<file path="src/rtl/ipeb_pkg.sv">
package ipeb_pkg;

    localparam int unsigned IPEB_DATA_W    = 32;
    localparam int unsigned IPEB_ADDR_W    = 8;
    localparam int unsigned IPEB_GROUPS    = 8;

    // register byte offsets
    localparam logic [7:0] IPEB_OFS_ENABLE7 = 8'h00;
    localparam logic [7:0] IPEB_OFS_PRIO0   = 8'h04;
    localparam logic [7:0] IPEB_OFS_PRIO7   = 8'h20;
    localparam logic [7:0] IPEB_OFS_STATUS  = 8'h24;

    // implemented bits of the final enable register
    localparam logic [7:0] IPEB_ENABLE7_MASK  = 8'hE1;
    localparam logic [7:0] IPEB_ENABLE7_RESET = 8'h00;

    // implemented bits of each priority register, group 0 first
    localparam logic [7:0] IPEB_PRIO_MASK0 = 8'h37;
    localparam logic [7:0] IPEB_PRIO_MASK1 = 8'hC3;
    localparam logic [7:0] IPEB_PRIO_MASK2 = 8'hC3;
    localparam logic [7:0] IPEB_PRIO_MASK3 = 8'hFF;
    localparam logic [7:0] IPEB_PRIO_MASK4 = 8'h3F;
    localparam logic [7:0] IPEB_PRIO_MASK5 = 8'h07;
    localparam logic [7:0] IPEB_PRIO_MASK6 = 8'h03;
    localparam logic [7:0] IPEB_PRIO_MASK7 = 8'hE1;

    // status register field positions
    localparam int unsigned IPEB_STAT_HIGH_BIT = 0;
    localparam int unsigned IPEB_STAT_LOW_BIT  = 1;

    // field positions, final enable and eighth priority register
    localparam int unsigned IPEB_MEMSCAN_BIT   = 7;
    localparam int unsigned IPEB_CHECKSUM_BIT  = 6;
    localparam int unsigned IPEB_NONVOL_BIT    = 5;
    localparam int unsigned IPEB_WAVEFORM_BIT  = 0;

    // field positions, first priority register
    localparam int unsigned IPEB_TIMER_ZERO_BIT  = 5;
    localparam int unsigned IPEB_PIN_CHANGE_BIT  = 4;
    localparam int unsigned IPEB_EXT_TWO_BIT     = 2;
    localparam int unsigned IPEB_EXT_ONE_BIT     = 1;
    localparam int unsigned IPEB_EXT_ZERO_BIT    = 0;

    // field positions, second priority register
    localparam int unsigned IPEB_OSC_FAIL_BIT    = 7;
    localparam int unsigned IPEB_CLK_SWITCH_BIT  = 6;
    localparam int unsigned IPEB_CONV_THRESH_BIT = 1;
    localparam int unsigned IPEB_CONV_DONE_BIT   = 0;

    // field positions, third priority register
    localparam int unsigned IPEB_VOLT_DETECT_BIT = 7;
    localparam int unsigned IPEB_ZERO_CROSS_BIT  = 6;
    localparam int unsigned IPEB_COMP_TWO_BIT    = 1;
    localparam int unsigned IPEB_COMP_ONE_BIT    = 0;

    // field positions, fourth priority register
    localparam int unsigned IPEB_SER2_RX_BIT     = 7;
    localparam int unsigned IPEB_SER2_TX_BIT     = 6;
    localparam int unsigned IPEB_SER1_RX_BIT     = 5;
    localparam int unsigned IPEB_SER1_TX_BIT     = 4;
    localparam int unsigned IPEB_SYNC2_COLL_BIT  = 3;
    localparam int unsigned IPEB_SYNC2_EVT_BIT   = 2;
    localparam int unsigned IPEB_SYNC1_COLL_BIT  = 1;
    localparam int unsigned IPEB_SYNC1_EVT_BIT   = 0;

    // field positions, fifth priority register
    localparam int unsigned IPEB_TIMER6_BIT      = 5;
    localparam int unsigned IPEB_TIMER5_BIT      = 4;
    localparam int unsigned IPEB_TIMER4_BIT      = 3;
    localparam int unsigned IPEB_TIMER3_BIT      = 2;
    localparam int unsigned IPEB_TIMER2_BIT      = 1;
    localparam int unsigned IPEB_TIMER1_BIT      = 0;

    // field positions, sixth and seventh priority registers
    localparam int unsigned IPEB_GATE5_BIT       = 2;
    localparam int unsigned IPEB_GATE3_BIT       = 1;
    localparam int unsigned IPEB_GATE1_BIT       = 0;
    localparam int unsigned IPEB_CAPCOMP2_BIT    = 1;
    localparam int unsigned IPEB_CAPCOMP1_BIT    = 0;

endpackage

</file>
<file path="src/rtl/ipeb_top.sv">
`timescale 1ns/1ps
module ipeb_top
    import ipeb_pkg::*;
(
    input  wire logic                        pclk,
    input  wire logic                        presetn,
    input  wire logic                        psel,
    input  wire logic                        penable,
    input  wire logic                        pwrite,
    input  wire logic [ipeb_pkg::IPEB_ADDR_W-1:0] paddr,
    input  wire logic [ipeb_pkg::IPEB_DATA_W-1:0] pwdata,
    output logic      [ipeb_pkg::IPEB_DATA_W-1:0] prdata,
    output logic                             pready,
    output logic                             pslverr,
    input  wire logic [7:0]                  flag_group0,
    input  wire logic [7:0]                  flag_group1,
    input  wire logic [7:0]                  flag_group2,
    input  wire logic [7:0]                  flag_group3,
    input  wire logic [7:0]                  flag_group4,
    input  wire logic [7:0]                  flag_group5,
    input  wire logic [7:0]                  flag_group6,
    input  wire logic [7:0]                  flag_group7,
    input  wire logic [7:0]                  enable_group0,
    input  wire logic [7:0]                  enable_group1,
    input  wire logic [7:0]                  enable_group2,
    input  wire logic [7:0]                  enable_group3,
    input  wire logic [7:0]                  enable_group4,
    input  wire logic [7:0]                  enable_group5,
    input  wire logic [7:0]                  enable_group6,
    input  wire logic                        peripheral_global_en,
    output logic                             irq_high,
    output logic                             irq_low
);
    import ipeb_pkg::*;

    localparam logic [7:0] PRIO_MASK [IPEB_GROUPS] = '{
        IPEB_PRIO_MASK0, IPEB_PRIO_MASK1, IPEB_PRIO_MASK2,
        IPEB_PRIO_MASK3, IPEB_PRIO_MASK4, IPEB_PRIO_MASK5,
        IPEB_PRIO_MASK6, IPEB_PRIO_MASK7};

    logic [7:0]             enable7_q;
    logic [7:0]             prio_q [IPEB_GROUPS];
    logic [IPEB_DATA_W-1:0] prdata_q;
    logic                   pready_q;
    logic                   pslverr_q;
    logic                   irq_high_q;
    logic                   irq_low_q;
    logic [7:0]             flag_w [IPEB_GROUPS];
    logic [7:0]             en_w [IPEB_GROUPS];
    logic                   access_w;
    logic                   commit_w;
    logic                   hit_w;
    logic [IPEB_DATA_W-1:0] rdata_w;
    logic                   high_d;
    logic                   low_d;
    logic [7:0]             enable7_view_w;
    logic [7:0]             prio_view_w [IPEB_GROUPS];

    // named fields, one per implemented register bit
    logic                   memscan_irq_en;
    logic                   checksum_irq_en;
    logic                   nonvolatile_irq_en;
    logic                   waveform_gen_irq_en;
    logic                   timer_zero_prio;
    logic                   pin_change_prio;
    logic                   ext_irq_two_prio;
    logic                   ext_irq_one_prio;
    logic                   ext_irq_zero_prio;
    logic                   osc_fail_prio;
    logic                   clock_switch_prio;
    logic                   converter_threshold_prio;
    logic                   converter_done_prio;
    logic                   voltage_detect_prio;
    logic                   zero_cross_prio;
    logic                   comparator_two_prio;
    logic                   comparator_one_prio;
    logic                   serial_two_rx_prio;
    logic                   serial_two_tx_prio;
    logic                   serial_one_rx_prio;
    logic                   serial_one_tx_prio;
    logic                   sync_two_collision_prio;
    logic                   sync_two_event_prio;
    logic                   sync_one_collision_prio;
    logic                   sync_one_event_prio;
    logic                   timer_six_match_prio;
    logic                   timer_five_ovf_prio;
    logic                   timer_four_match_prio;
    logic                   timer_three_ovf_prio;
    logic                   timer_two_match_prio;
    logic                   timer_one_ovf_prio;
    logic                   timer_five_gate_prio;
    logic                   timer_three_gate_prio;
    logic                   timer_one_gate_prio;
    logic                   capcomp_two_prio;
    logic                   capcomp_one_prio;
    logic                   memscan_prio;
    logic                   checksum_prio;
    logic                   nonvolatile_prio;
    logic                   waveform_gen_prio;

    // byte offset of a priority register from its group number
    function automatic logic [7:0] prio_ofs(input int unsigned g);
        prio_ofs = IPEB_OFS_PRIO0 + 8'(g * 4);
    endfunction

    assign flag_w[0] = flag_group0;
    assign flag_w[1] = flag_group1;
    assign flag_w[2] = flag_group2;
    assign flag_w[3] = flag_group3;
    assign flag_w[4] = flag_group4;
    assign flag_w[5] = flag_group5;
    assign flag_w[6] = flag_group6;
    assign flag_w[7] = flag_group7;
    assign en_w[0]   = enable_group0;
    assign en_w[1]   = enable_group1;
    assign en_w[2]   = enable_group2;
    assign en_w[3]   = enable_group3;
    assign en_w[4]   = enable_group4;
    assign en_w[5]   = enable_group5;
    assign en_w[6]   = enable_group6;
    assign en_w[7]   = enable7_q;

    // field taps; a misplaced field shows up as a readback mismatch
    assign memscan_irq_en = enable7_q[IPEB_MEMSCAN_BIT];
    assign checksum_irq_en = enable7_q[IPEB_CHECKSUM_BIT];
    assign nonvolatile_irq_en = enable7_q[IPEB_NONVOL_BIT];
    assign waveform_gen_irq_en = enable7_q[IPEB_WAVEFORM_BIT];
    assign timer_zero_prio = prio_q[0][IPEB_TIMER_ZERO_BIT];
    assign pin_change_prio = prio_q[0][IPEB_PIN_CHANGE_BIT];
    assign ext_irq_two_prio = prio_q[0][IPEB_EXT_TWO_BIT];
    assign ext_irq_one_prio = prio_q[0][IPEB_EXT_ONE_BIT];
    assign ext_irq_zero_prio = prio_q[0][IPEB_EXT_ZERO_BIT];
    assign osc_fail_prio = prio_q[1][IPEB_OSC_FAIL_BIT];
    assign clock_switch_prio = prio_q[1][IPEB_CLK_SWITCH_BIT];
    assign converter_threshold_prio = prio_q[1][IPEB_CONV_THRESH_BIT];
    assign converter_done_prio = prio_q[1][IPEB_CONV_DONE_BIT];
    assign voltage_detect_prio = prio_q[2][IPEB_VOLT_DETECT_BIT];
    assign zero_cross_prio = prio_q[2][IPEB_ZERO_CROSS_BIT];
    assign comparator_two_prio = prio_q[2][IPEB_COMP_TWO_BIT];
    assign comparator_one_prio = prio_q[2][IPEB_COMP_ONE_BIT];
    assign serial_two_rx_prio = prio_q[3][IPEB_SER2_RX_BIT];
    assign serial_two_tx_prio = prio_q[3][IPEB_SER2_TX_BIT];
    assign serial_one_rx_prio = prio_q[3][IPEB_SER1_RX_BIT];
    assign serial_one_tx_prio = prio_q[3][IPEB_SER1_TX_BIT];
    assign sync_two_collision_prio = prio_q[3][IPEB_SYNC2_COLL_BIT];
    assign sync_two_event_prio = prio_q[3][IPEB_SYNC2_EVT_BIT];
    assign sync_one_collision_prio = prio_q[3][IPEB_SYNC1_COLL_BIT];
    assign sync_one_event_prio = prio_q[3][IPEB_SYNC1_EVT_BIT];
    assign timer_six_match_prio = prio_q[4][IPEB_TIMER6_BIT];
    assign timer_five_ovf_prio = prio_q[4][IPEB_TIMER5_BIT];
    assign timer_four_match_prio = prio_q[4][IPEB_TIMER4_BIT];
    assign timer_three_ovf_prio = prio_q[4][IPEB_TIMER3_BIT];
    assign timer_two_match_prio = prio_q[4][IPEB_TIMER2_BIT];
    assign timer_one_ovf_prio = prio_q[4][IPEB_TIMER1_BIT];
    assign timer_five_gate_prio = prio_q[5][IPEB_GATE5_BIT];
    assign timer_three_gate_prio = prio_q[5][IPEB_GATE3_BIT];
    assign timer_one_gate_prio = prio_q[5][IPEB_GATE1_BIT];
    assign capcomp_two_prio = prio_q[6][IPEB_CAPCOMP2_BIT];
    assign capcomp_one_prio = prio_q[6][IPEB_CAPCOMP1_BIT];
    assign memscan_prio = prio_q[7][IPEB_MEMSCAN_BIT];
    assign checksum_prio = prio_q[7][IPEB_CHECKSUM_BIT];
    assign nonvolatile_prio = prio_q[7][IPEB_NONVOL_BIT];
    assign waveform_gen_prio = prio_q[7][IPEB_WAVEFORM_BIT];

    // read views rebuilt field by field, gaps stay zero
    always_comb begin
        enable7_view_w = 8'h00;
        for (int unsigned g = 0; g < IPEB_GROUPS; g++) begin
            prio_view_w[g] = 8'h00;
        end
        enable7_view_w[IPEB_MEMSCAN_BIT]  = memscan_irq_en;
        enable7_view_w[IPEB_CHECKSUM_BIT] = checksum_irq_en;
        enable7_view_w[IPEB_NONVOL_BIT]   = nonvolatile_irq_en;
        enable7_view_w[IPEB_WAVEFORM_BIT] = waveform_gen_irq_en;
        prio_view_w[0][IPEB_TIMER_ZERO_BIT] = timer_zero_prio;
        prio_view_w[0][IPEB_PIN_CHANGE_BIT] = pin_change_prio;
        prio_view_w[0][IPEB_EXT_TWO_BIT] = ext_irq_two_prio;
        prio_view_w[0][IPEB_EXT_ONE_BIT] = ext_irq_one_prio;
        prio_view_w[0][IPEB_EXT_ZERO_BIT] = ext_irq_zero_prio;
        prio_view_w[1][IPEB_OSC_FAIL_BIT] = osc_fail_prio;
        prio_view_w[1][IPEB_CLK_SWITCH_BIT] = clock_switch_prio;
        prio_view_w[1][IPEB_CONV_THRESH_BIT] = converter_threshold_prio;
        prio_view_w[1][IPEB_CONV_DONE_BIT] = converter_done_prio;
        prio_view_w[2][IPEB_VOLT_DETECT_BIT] = voltage_detect_prio;
        prio_view_w[2][IPEB_ZERO_CROSS_BIT] = zero_cross_prio;
        prio_view_w[2][IPEB_COMP_TWO_BIT] = comparator_two_prio;
        prio_view_w[2][IPEB_COMP_ONE_BIT] = comparator_one_prio;
        prio_view_w[3][IPEB_SER2_RX_BIT] = serial_two_rx_prio;
        prio_view_w[3][IPEB_SER2_TX_BIT] = serial_two_tx_prio;
        prio_view_w[3][IPEB_SER1_RX_BIT] = serial_one_rx_prio;
        prio_view_w[3][IPEB_SER1_TX_BIT] = serial_one_tx_prio;
        prio_view_w[3][IPEB_SYNC2_COLL_BIT] = sync_two_collision_prio;
        prio_view_w[3][IPEB_SYNC2_EVT_BIT] = sync_two_event_prio;
        prio_view_w[3][IPEB_SYNC1_COLL_BIT] = sync_one_collision_prio;
        prio_view_w[3][IPEB_SYNC1_EVT_BIT] = sync_one_event_prio;
        prio_view_w[4][IPEB_TIMER6_BIT] = timer_six_match_prio;
        prio_view_w[4][IPEB_TIMER5_BIT] = timer_five_ovf_prio;
        prio_view_w[4][IPEB_TIMER4_BIT] = timer_four_match_prio;
        prio_view_w[4][IPEB_TIMER3_BIT] = timer_three_ovf_prio;
        prio_view_w[4][IPEB_TIMER2_BIT] = timer_two_match_prio;
        prio_view_w[4][IPEB_TIMER1_BIT] = timer_one_ovf_prio;
        prio_view_w[5][IPEB_GATE5_BIT] = timer_five_gate_prio;
        prio_view_w[5][IPEB_GATE3_BIT] = timer_three_gate_prio;
        prio_view_w[5][IPEB_GATE1_BIT] = timer_one_gate_prio;
        prio_view_w[6][IPEB_CAPCOMP2_BIT] = capcomp_two_prio;
        prio_view_w[6][IPEB_CAPCOMP1_BIT] = capcomp_one_prio;
        prio_view_w[7][IPEB_MEMSCAN_BIT] = memscan_prio;
        prio_view_w[7][IPEB_CHECKSUM_BIT] = checksum_prio;
        prio_view_w[7][IPEB_NONVOL_BIT] = nonvolatile_prio;
        prio_view_w[7][IPEB_WAVEFORM_BIT] = waveform_gen_prio;
    end

    // one wait state so read data and pready both come from flops
    assign access_w = psel && penable;
    assign commit_w = access_w && pready_q;

    // read decode; unmapped addresses answer with pslverr
    always_comb begin
        rdata_w = '0;
        hit_w   = 1'b0;
        if (paddr == IPEB_OFS_ENABLE7) begin
            hit_w   = 1'b1;
            rdata_w = {24'h000000, enable7_view_w};
        end
        if (paddr == IPEB_OFS_STATUS) begin
            hit_w = 1'b1;
            rdata_w[IPEB_STAT_HIGH_BIT] = irq_high_q;
            rdata_w[IPEB_STAT_LOW_BIT]  = irq_low_q;
        end
        for (int unsigned g = 0; g < IPEB_GROUPS; g++) begin
            if (paddr == prio_ofs(g)) begin
                hit_w   = 1'b1;
                rdata_w = {24'h000000, prio_view_w[g]};
            end
        end
    end

    always_ff @(posedge pclk or negedge presetn) begin
        if (!presetn) begin
            pready_q  <= 1'b0;
            pslverr_q <= 1'b0;
            prdata_q  <= '0;
        end else begin
            pready_q  <= access_w && !pready_q;
            pslverr_q <= access_w && !pready_q && !hit_w;
            if (access_w && !pready_q && !pwrite) begin
                prdata_q <= rdata_w;
            end
        end
    end

    // final enable register: only the four documented bits store
    always_ff @(posedge pclk or negedge presetn) begin
        if (!presetn) begin
            enable7_q <= IPEB_ENABLE7_RESET;
        end else if (commit_w && pwrite && paddr == IPEB_OFS_ENABLE7) begin
            enable7_q <= pwdata[7:0] & IPEB_ENABLE7_MASK;
        end
    end

    // priority registers; masks place the fields per group
    always_ff @(posedge pclk or negedge presetn) begin
        if (!presetn) begin
            for (int unsigned g = 0; g < IPEB_GROUPS; g++) begin
                prio_q[g] <= PRIO_MASK[g];
            end
        end else begin
            for (int unsigned g = 0; g < IPEB_GROUPS; g++) begin
                if (commit_w && pwrite && paddr == prio_ofs(g)) begin
                    prio_q[g] <= pwdata[7:0] & PRIO_MASK[g];
                end
            end
        end
    end

    // request routing
    always_comb begin
        high_d = 1'b0;
        low_d  = 1'b0;
        for (int unsigned g = 0; g < IPEB_GROUPS; g++) begin
            // group zero bypasses the peripheral gate
            if (g == 0 || peripheral_global_en) begin
                high_d = high_d |
                    (|(flag_w[g] & en_w[g] & prio_q[g] & PRIO_MASK[g]));
                low_d  = low_d |
                    (|(flag_w[g] & en_w[g] & ~prio_q[g] & PRIO_MASK[g]));
            end
        end
    end

    // one cycle of latency buys flop-driven request lines
    always_ff @(posedge pclk or negedge presetn) begin
        if (!presetn) begin
            irq_high_q <= 1'b0;
            irq_low_q  <= 1'b0;
        end else begin
            irq_high_q <= high_d;
            irq_low_q  <= low_d;
        end
    end

    assign prdata   = prdata_q;
    assign pready   = pready_q;
    assign pslverr  = pslverr_q;
    assign irq_high = irq_high_q;
    assign irq_low  = irq_low_q;

endmodule

</file>
<file path="config.mk">
export PLATFORM = sky130hd
export DESIGN_NAME = ipeb_top
export DESIGN_NICKNAME = d
export VERILOG_FILES = /design/src/rtl/ipeb_pkg.sv /design/src/rtl/ipeb_top.sv
export SDC_FILE = /design/constraint.sdc
export NUM_CORES = 1
export LEC_CHECK = 0
export ABC_AREA = 1
export BUFFER_PORTS_ARGS = -buffer_cell sky130_fd_sc_hd__buf_2
export CAP_MARGIN = 20
export CORE_ASPECT_RATIO = 0.6
export CORE_UTILIZATION = 34
export DETAILED_ROUTE_END_ITERATION = 16
export HOLD_SLACK_MARGIN = 0.03
export PLACE_DENSITY_LB_ADDON = 0.15
export SLEW_MARGIN = 20
export SYNTH_ARGS = -nofsm -noshare
export SYNTH_HDL_FRONTEND = slang
export SYNTH_SLANG_ARGS = --single-unit
</file>
<file path="constraint.sdc">
create_clock -name pclk -period 1.6 [get_ports pclk]
set_clock_uncertainty 0.15 [all_clocks]
set_input_delay 0 -clock pclk [delete_from_list [all_inputs] [get_ports pclk]]
set_output_delay 0 -clock pclk [all_outputs]
set_load 0.1 [all_outputs]
</file>
-- Word level (Yosys, flattened, before mapping)
Index checks and enable logic that the tools add are counted.
- muxes and demuxes: 34
- bitwise gates (word level): 46
- reduce and logical (&&, ||, !) cells: 35
- eq/ne operators: 9
- operators with widths (cell ; count):
    bitwise AND 8 bit ; 12
    2-to-1 mux 8 bit ; 9
    bitwise AND 6 bit ; 6
    equality test 8 x 5 -> 1 bit (second input constant) ; 4
    inverter 8 bit ; 4
    2-to-1 mux 1 bit ; 24
    OR reduction 4 bit ; 6
    equality test 8 x 4 -> 1 bit (second input constant) ; 2
    equality test 8 x 6 -> 1 bit (second input constant) ; 2
    OR reduction 8 bit ; 2
    logical AND 1 bit ; 15
    bitwise OR 1 bit ; 14
    inverter 6 bit ; 2
    OR reduction 6 bit ; 2
    OR reduction 5 bit ; 2
    bitwise AND 3 bit ; 3
    equality test 8 x 3 -> 1 bit (second input constant) ; 1
    logical NOT 8 bit ; 1
    bitwise AND 2 bit ; 3
    OR reduction 3 bit ; 2
    OR reduction 2 bit ; 2
    logical NOT 1 bit ; 3
    inverter 3 bit ; 1
    2-to-1 mux 2 bit ; 1
    inverter 2 bit ; 1
- word-level logic and storage cells: 138
- output and inout bits: 36
- register bits: 76
- input bits: 166

-- Depth between registers and ports, before layout
- depth in word-level cells: 17
- mapped depth: 12
- mapped depth without buffers: 12

-- Worst setup path after synthesis
No wires, ideal clock.
- path type: reg-to-reg
- start point: register pready_q, in the netlist pready
- end point: register enable7_q[0]
- slack: -0.408 ns
- setup time: 0.132 ns
- period minus slack after synthesis: 2.008 ns
- path buffers: 0
- cell stages (with the launch flop): 6
- arrival: 1.726 ns
- data required time: 1.318 ns
- path through: dfrtp_1 > nand2_1 > nor2_4 > nand2_1 > nand2_1 > o21ai_0
- cells in the longest elaborated chain, start to end: 3
- RTL lines (what ; line ; text):
    start: declaration ; ipeb_top.sv:44 ; logic pready_q;
    start signal: assignment ; ipeb_top.sv:244 ; pready_q <= access_w && !pready_q;
    logical AND 1 bit ; ipeb_top.sv:215 ; assign commit_w = access_w && pready_q;
    logical AND 1 bit (2 in a row) ; ipeb_top.sv:256 ; end else if (commit_w && pwrite && paddr == IPEB_OFS_ENABLE7) begin
    end signal: assignment ; ipeb_top.sv:257 ; enable7_q <= pwdata[7:0] & IPEB_ENABLE7_MASK;
    end: declaration ; ipeb_top.sv:41 ; logic [7:0] enable7_q;
Every way passes these cells.
A chain may end at the register's enable or synchronous reset.

-- Worst setup path in the final report
- start point: register prio_q[46] (netlist bit)
- end point: register irq_low_q, in the netlist irq_low
- cells in the longest elaborated chain, start to end: 15
- RTL lines (what ; line ; text):
    start: declaration ; ipeb_top.sv:42 ; logic [7:0] prio_q [IPEB_GROUPS];
    start signal: indexed assignment ; ipeb_top.sv:265 ; prio_q[g] <= PRIO_MASK[g];
    start signal: indexed assignment ; ipeb_top.sv:270 ; prio_q[g] <= pwdata[7:0] & PRIO_MASK[g];
    inverter 8 bit (*) ; ipeb_top.sv:286 ; (|(flag_w[g] & en_w[g] & ~prio_q[g] & PRIO_MASK[g]));
    bitwise AND 8 bit (*) ; ipeb_top.sv:286 ;
    OR reduction 4 bit (*) ; ipeb_top.sv:286 ;
    bitwise OR 1 bit (*) ; ipeb_top.sv:285 ; low_d = low_d |
    2-to-1 mux 1 bit (*) ; ipeb_top.sv:282 ; if (g == 0 || peripheral_global_en) begin
    bitwise OR 1 bit ; ipeb_top.sv:285 ;
    2-to-1 mux 1 bit (*) ; ipeb_top.sv:282 ;
    bitwise OR 1 bit ; ipeb_top.sv:285 ;
    2-to-1 mux 1 bit (*) ; ipeb_top.sv:282 ;
    bitwise OR 1 bit ; ipeb_top.sv:285 ;
    2-to-1 mux 1 bit (*) ; ipeb_top.sv:282 ;
    bitwise OR 1 bit ; ipeb_top.sv:285 ;
    2-to-1 mux 1 bit (*) ; ipeb_top.sv:282 ;
    bitwise OR 1 bit ; ipeb_top.sv:285 ;
    2-to-1 mux 1 bit (*) ; ipeb_top.sv:282 ;
    named net low_d ; ipeb_top.sv:55 ; logic low_d;
    end signal: assignment ; ipeb_top.sv:298 ; irq_low_q <= low_d;
    end: declaration ; ipeb_top.sv:47 ; logic irq_low_q;
The timed path passes the listed nets; every way through them passes the cells marked *.

==> results.md <==
- Worst-path cell with the longest stage delay: dfstp_2
- Chip width: 131 µm
- Worst reg2reg setup slack: 40 ps
- Worst R2R Start: prio_q[46]
- Worst endpoint required time: 1630 ps
- Synth unique cells: 33
- Antenna diode count: 0
- Max reg flops: 21
- RR Endpoint: irq_low
- Top sig layer: met4
- Total GRT Usage: 23.0%
- Minimum clock period: 1560 ps
- EDFF count, synth: 0
- Initial DRC Count: 308
- Vias per cell: 5.00
- Mapped Cells: 444
- Post-synthesis sequential area ratio: 39.5%
- Crit path DAT: 1590 ps
- Hold Path Sink: irq_low
- Worst ir drop on vdd: 558 µV
- Starting Density: 36.1%
- Max clock buf depth: 2
- Total Routed Length: 11900 µm
- Row Count: 27
- WHS Path Cells: 7
- Sw Pwr: 1.14 mW
- Final Util: 47.9%
- Flop pwr share: 39.8%
- Setup crit end kind: flip-flop
- Main area contributors after synthesis: dfstp_2, nand2_1, dfrtp_1, nand3_1, buf_4
- Crit Path Max Fanout: 3
- Multi-input gate area: 1820 µm²
- Reg clk slew, reported paths: 70 ps
- Mapped cell area: 3410 µm²
- Status: finished clean
- Register area: 1350 µm²
- Metal2 WL: 4950 µm
- Die Span Y: 79.6 µm
- RSZ-0062 raised after global routing: true
- Sw Share: 33.3%
- Synth top area share: 27.7%
- Worst skew pair latency: 300 ps
- Number of global-route vias before repair: 3200
- First-pass GRT wire length: 17900 µm
- M1 wire length: 5770 µm
- Antenna violations before repair: 0
- Setup slack after layout: 35.3 ps
- CTS root buf: clkbuf_16
- Num CTS Buffers: 5
- Final hold vios: 0
- Setup WS pre-CTS: 42.6 ps
- Syn_area_per_cell: 7.68 µm²
- Hold path startpoint: enable_group4[0]
- Most common cell after layout, fill and taps aside: nand2_1
- H-tree depth: 2
- Met3 wire len: 1020 µm
- Pins over their slew limit: 0
- Gpl congestion: 0.911
- DP HPWL: 9360 µm
- Max Freq: 0.639 GHz
- Most flops, register: prio_q
- Synth Flop Type: dfstp_2
- CTS tree: done
- Reg2Reg Depth: 7
- Most frequent cells in the layout: nand2_1, buf_2, nand3_1
- DRT Pass-1 Iters: 5
- Fin nets: 750
- Post-synth ARST share: 100%
- Largest area contributor in the netlist: dfstp_2
- Clock sinks: 52
- Int Pwr: 2.28 mW
- Fillers: 996
- Combinational fraction of design power: 24.2%
- Port buffer count: 101
- GRT overflow: 0
- # IOs: 202
- Post-synthesis register bit count: 52
- WL/cell: 16.6 µm
- Die area: 10500 µm²
- DRC: 0
- Hold WC Path Type: in2reg
- Largest net degree at the start of global routing: 38
- Clock Power Share: 36.0%
- Layout cells sized above 1: 37.6%
- Max-cap violations: 0
- Crit path kind: reg2reg
- Pleak: 2.10 nW
- Yosys warnings: 0
- Pwr/cell area: 755 nW/µm²
- Crit-path cells: inv_1 > nand3_1 > o2111ai_1 > nor3_1 > nand3_1 > nand2_1 > nand2_1
- Placeable Area: 9460 µm²
- Area grow syn2layout: 32.8%
- Final setup fails: 0
- CP startpoint kind: flip-flop
- Vias: 3573
- Max incr delay on CP: 550 ps
- Post-DRT Antenna Nets: 0
- Tcrit/Tclk final: 97.8%
-- through the flow --
stage	setup TNS [ps]	cells	hold WS [ps]	area [µm²]	total power [mW]
finish	0	715	47.3	4530	3.42
global route	-123	715	83.6	4530	3.54
CTS	0	714	36.2	4470	3.43
detailed placement	0	682	-203	4070	2.15
global placement	0	682	-211	4070	2.15
floorplan	0	467	-446	3510	1.96
-- cell usage after synthesis (9+ instances only) --
library cell  instances
a21oi_1              13
buf_4                24
dfrtp_1              16
dfstp_2              36
inv_1                34
nand2_1             116
nand2_2               9
nand3_1              49
nor2_1               21
nor2_4                9
o21ai_0              35
o21ai_1              10
o21ai_2              14
-- cells by family after synthesis --
family / after synthesis / share of synthesized area (%)
buffers and inverters: 69 / 11.1
AOI/OAI and AO/OA: 88 / 15.4
and+or+nand+nor: 234 / 33.9
other: 1 / 0.110
DFF: 52 / 39.5
-- worst max path at each step --
stage                          start            to  slack (ps)  cells past startpoint
final                     prio_q[46]       irq_low          40                      7
after global routing          pready     prdata[2]         -30                      7
after CTS                     pready     prdata[2]          30                      7
after detailed placement      pready     prdata[2]          40                      7
after global placement        pready     prdata[5]          60                      6
after floorplan               pready  enable7_q[0]           4                      5
-- power by group through the flow --
stage	Sequential, mW	Combinational [mW]	Clock (mW)
floorplan	1.53	0.427	0
detailed placement	1.38	0.768	0
global placement	1.38	0.766	0
finish	1.36	0.829	1.23
global route	1.36	0.872	1.31
CTS	1.36	0.817	1.26
-- routing by layer --
layer  up-vias  global-route usage (%)
li1       1723                       -
met3        18                    5.65
met5         -                       0
met2       149                    33.8
met4         0                    4.07
met1      1683                    34.1
-- area by class of cell --
class / count / area share, %
Clock inverter: 2 / 0.773
Sequential cell: 52 / 29.8
Tap cell: 130 / 3.59
Timing Repair Buffer: 138 / 19.2
Inverter: 41 / 3.51
Clock buffer: 6 / 2.84
Multi-Input combinational cell: 346 / 40.2
-- timing repair --
item / CTS / global route
hold buffers: 24 / 0
setup buffers: 0 / 2
endpoints found under the hold margin: 52 / 0
setup endpoints to repair: 0 / 7
resized for setup: 0 / 14
-- critical path, delay by kind of cell, from the launching register on --
kind,cells,cell delay [ps]
flip-flops,1,550
AND/OR/NAND/NOR,5,550
AO/OA/AOI/OAI,1,130
buffers and inverters,1,60
Note: power is estimated with default switching activity, not from simulation.
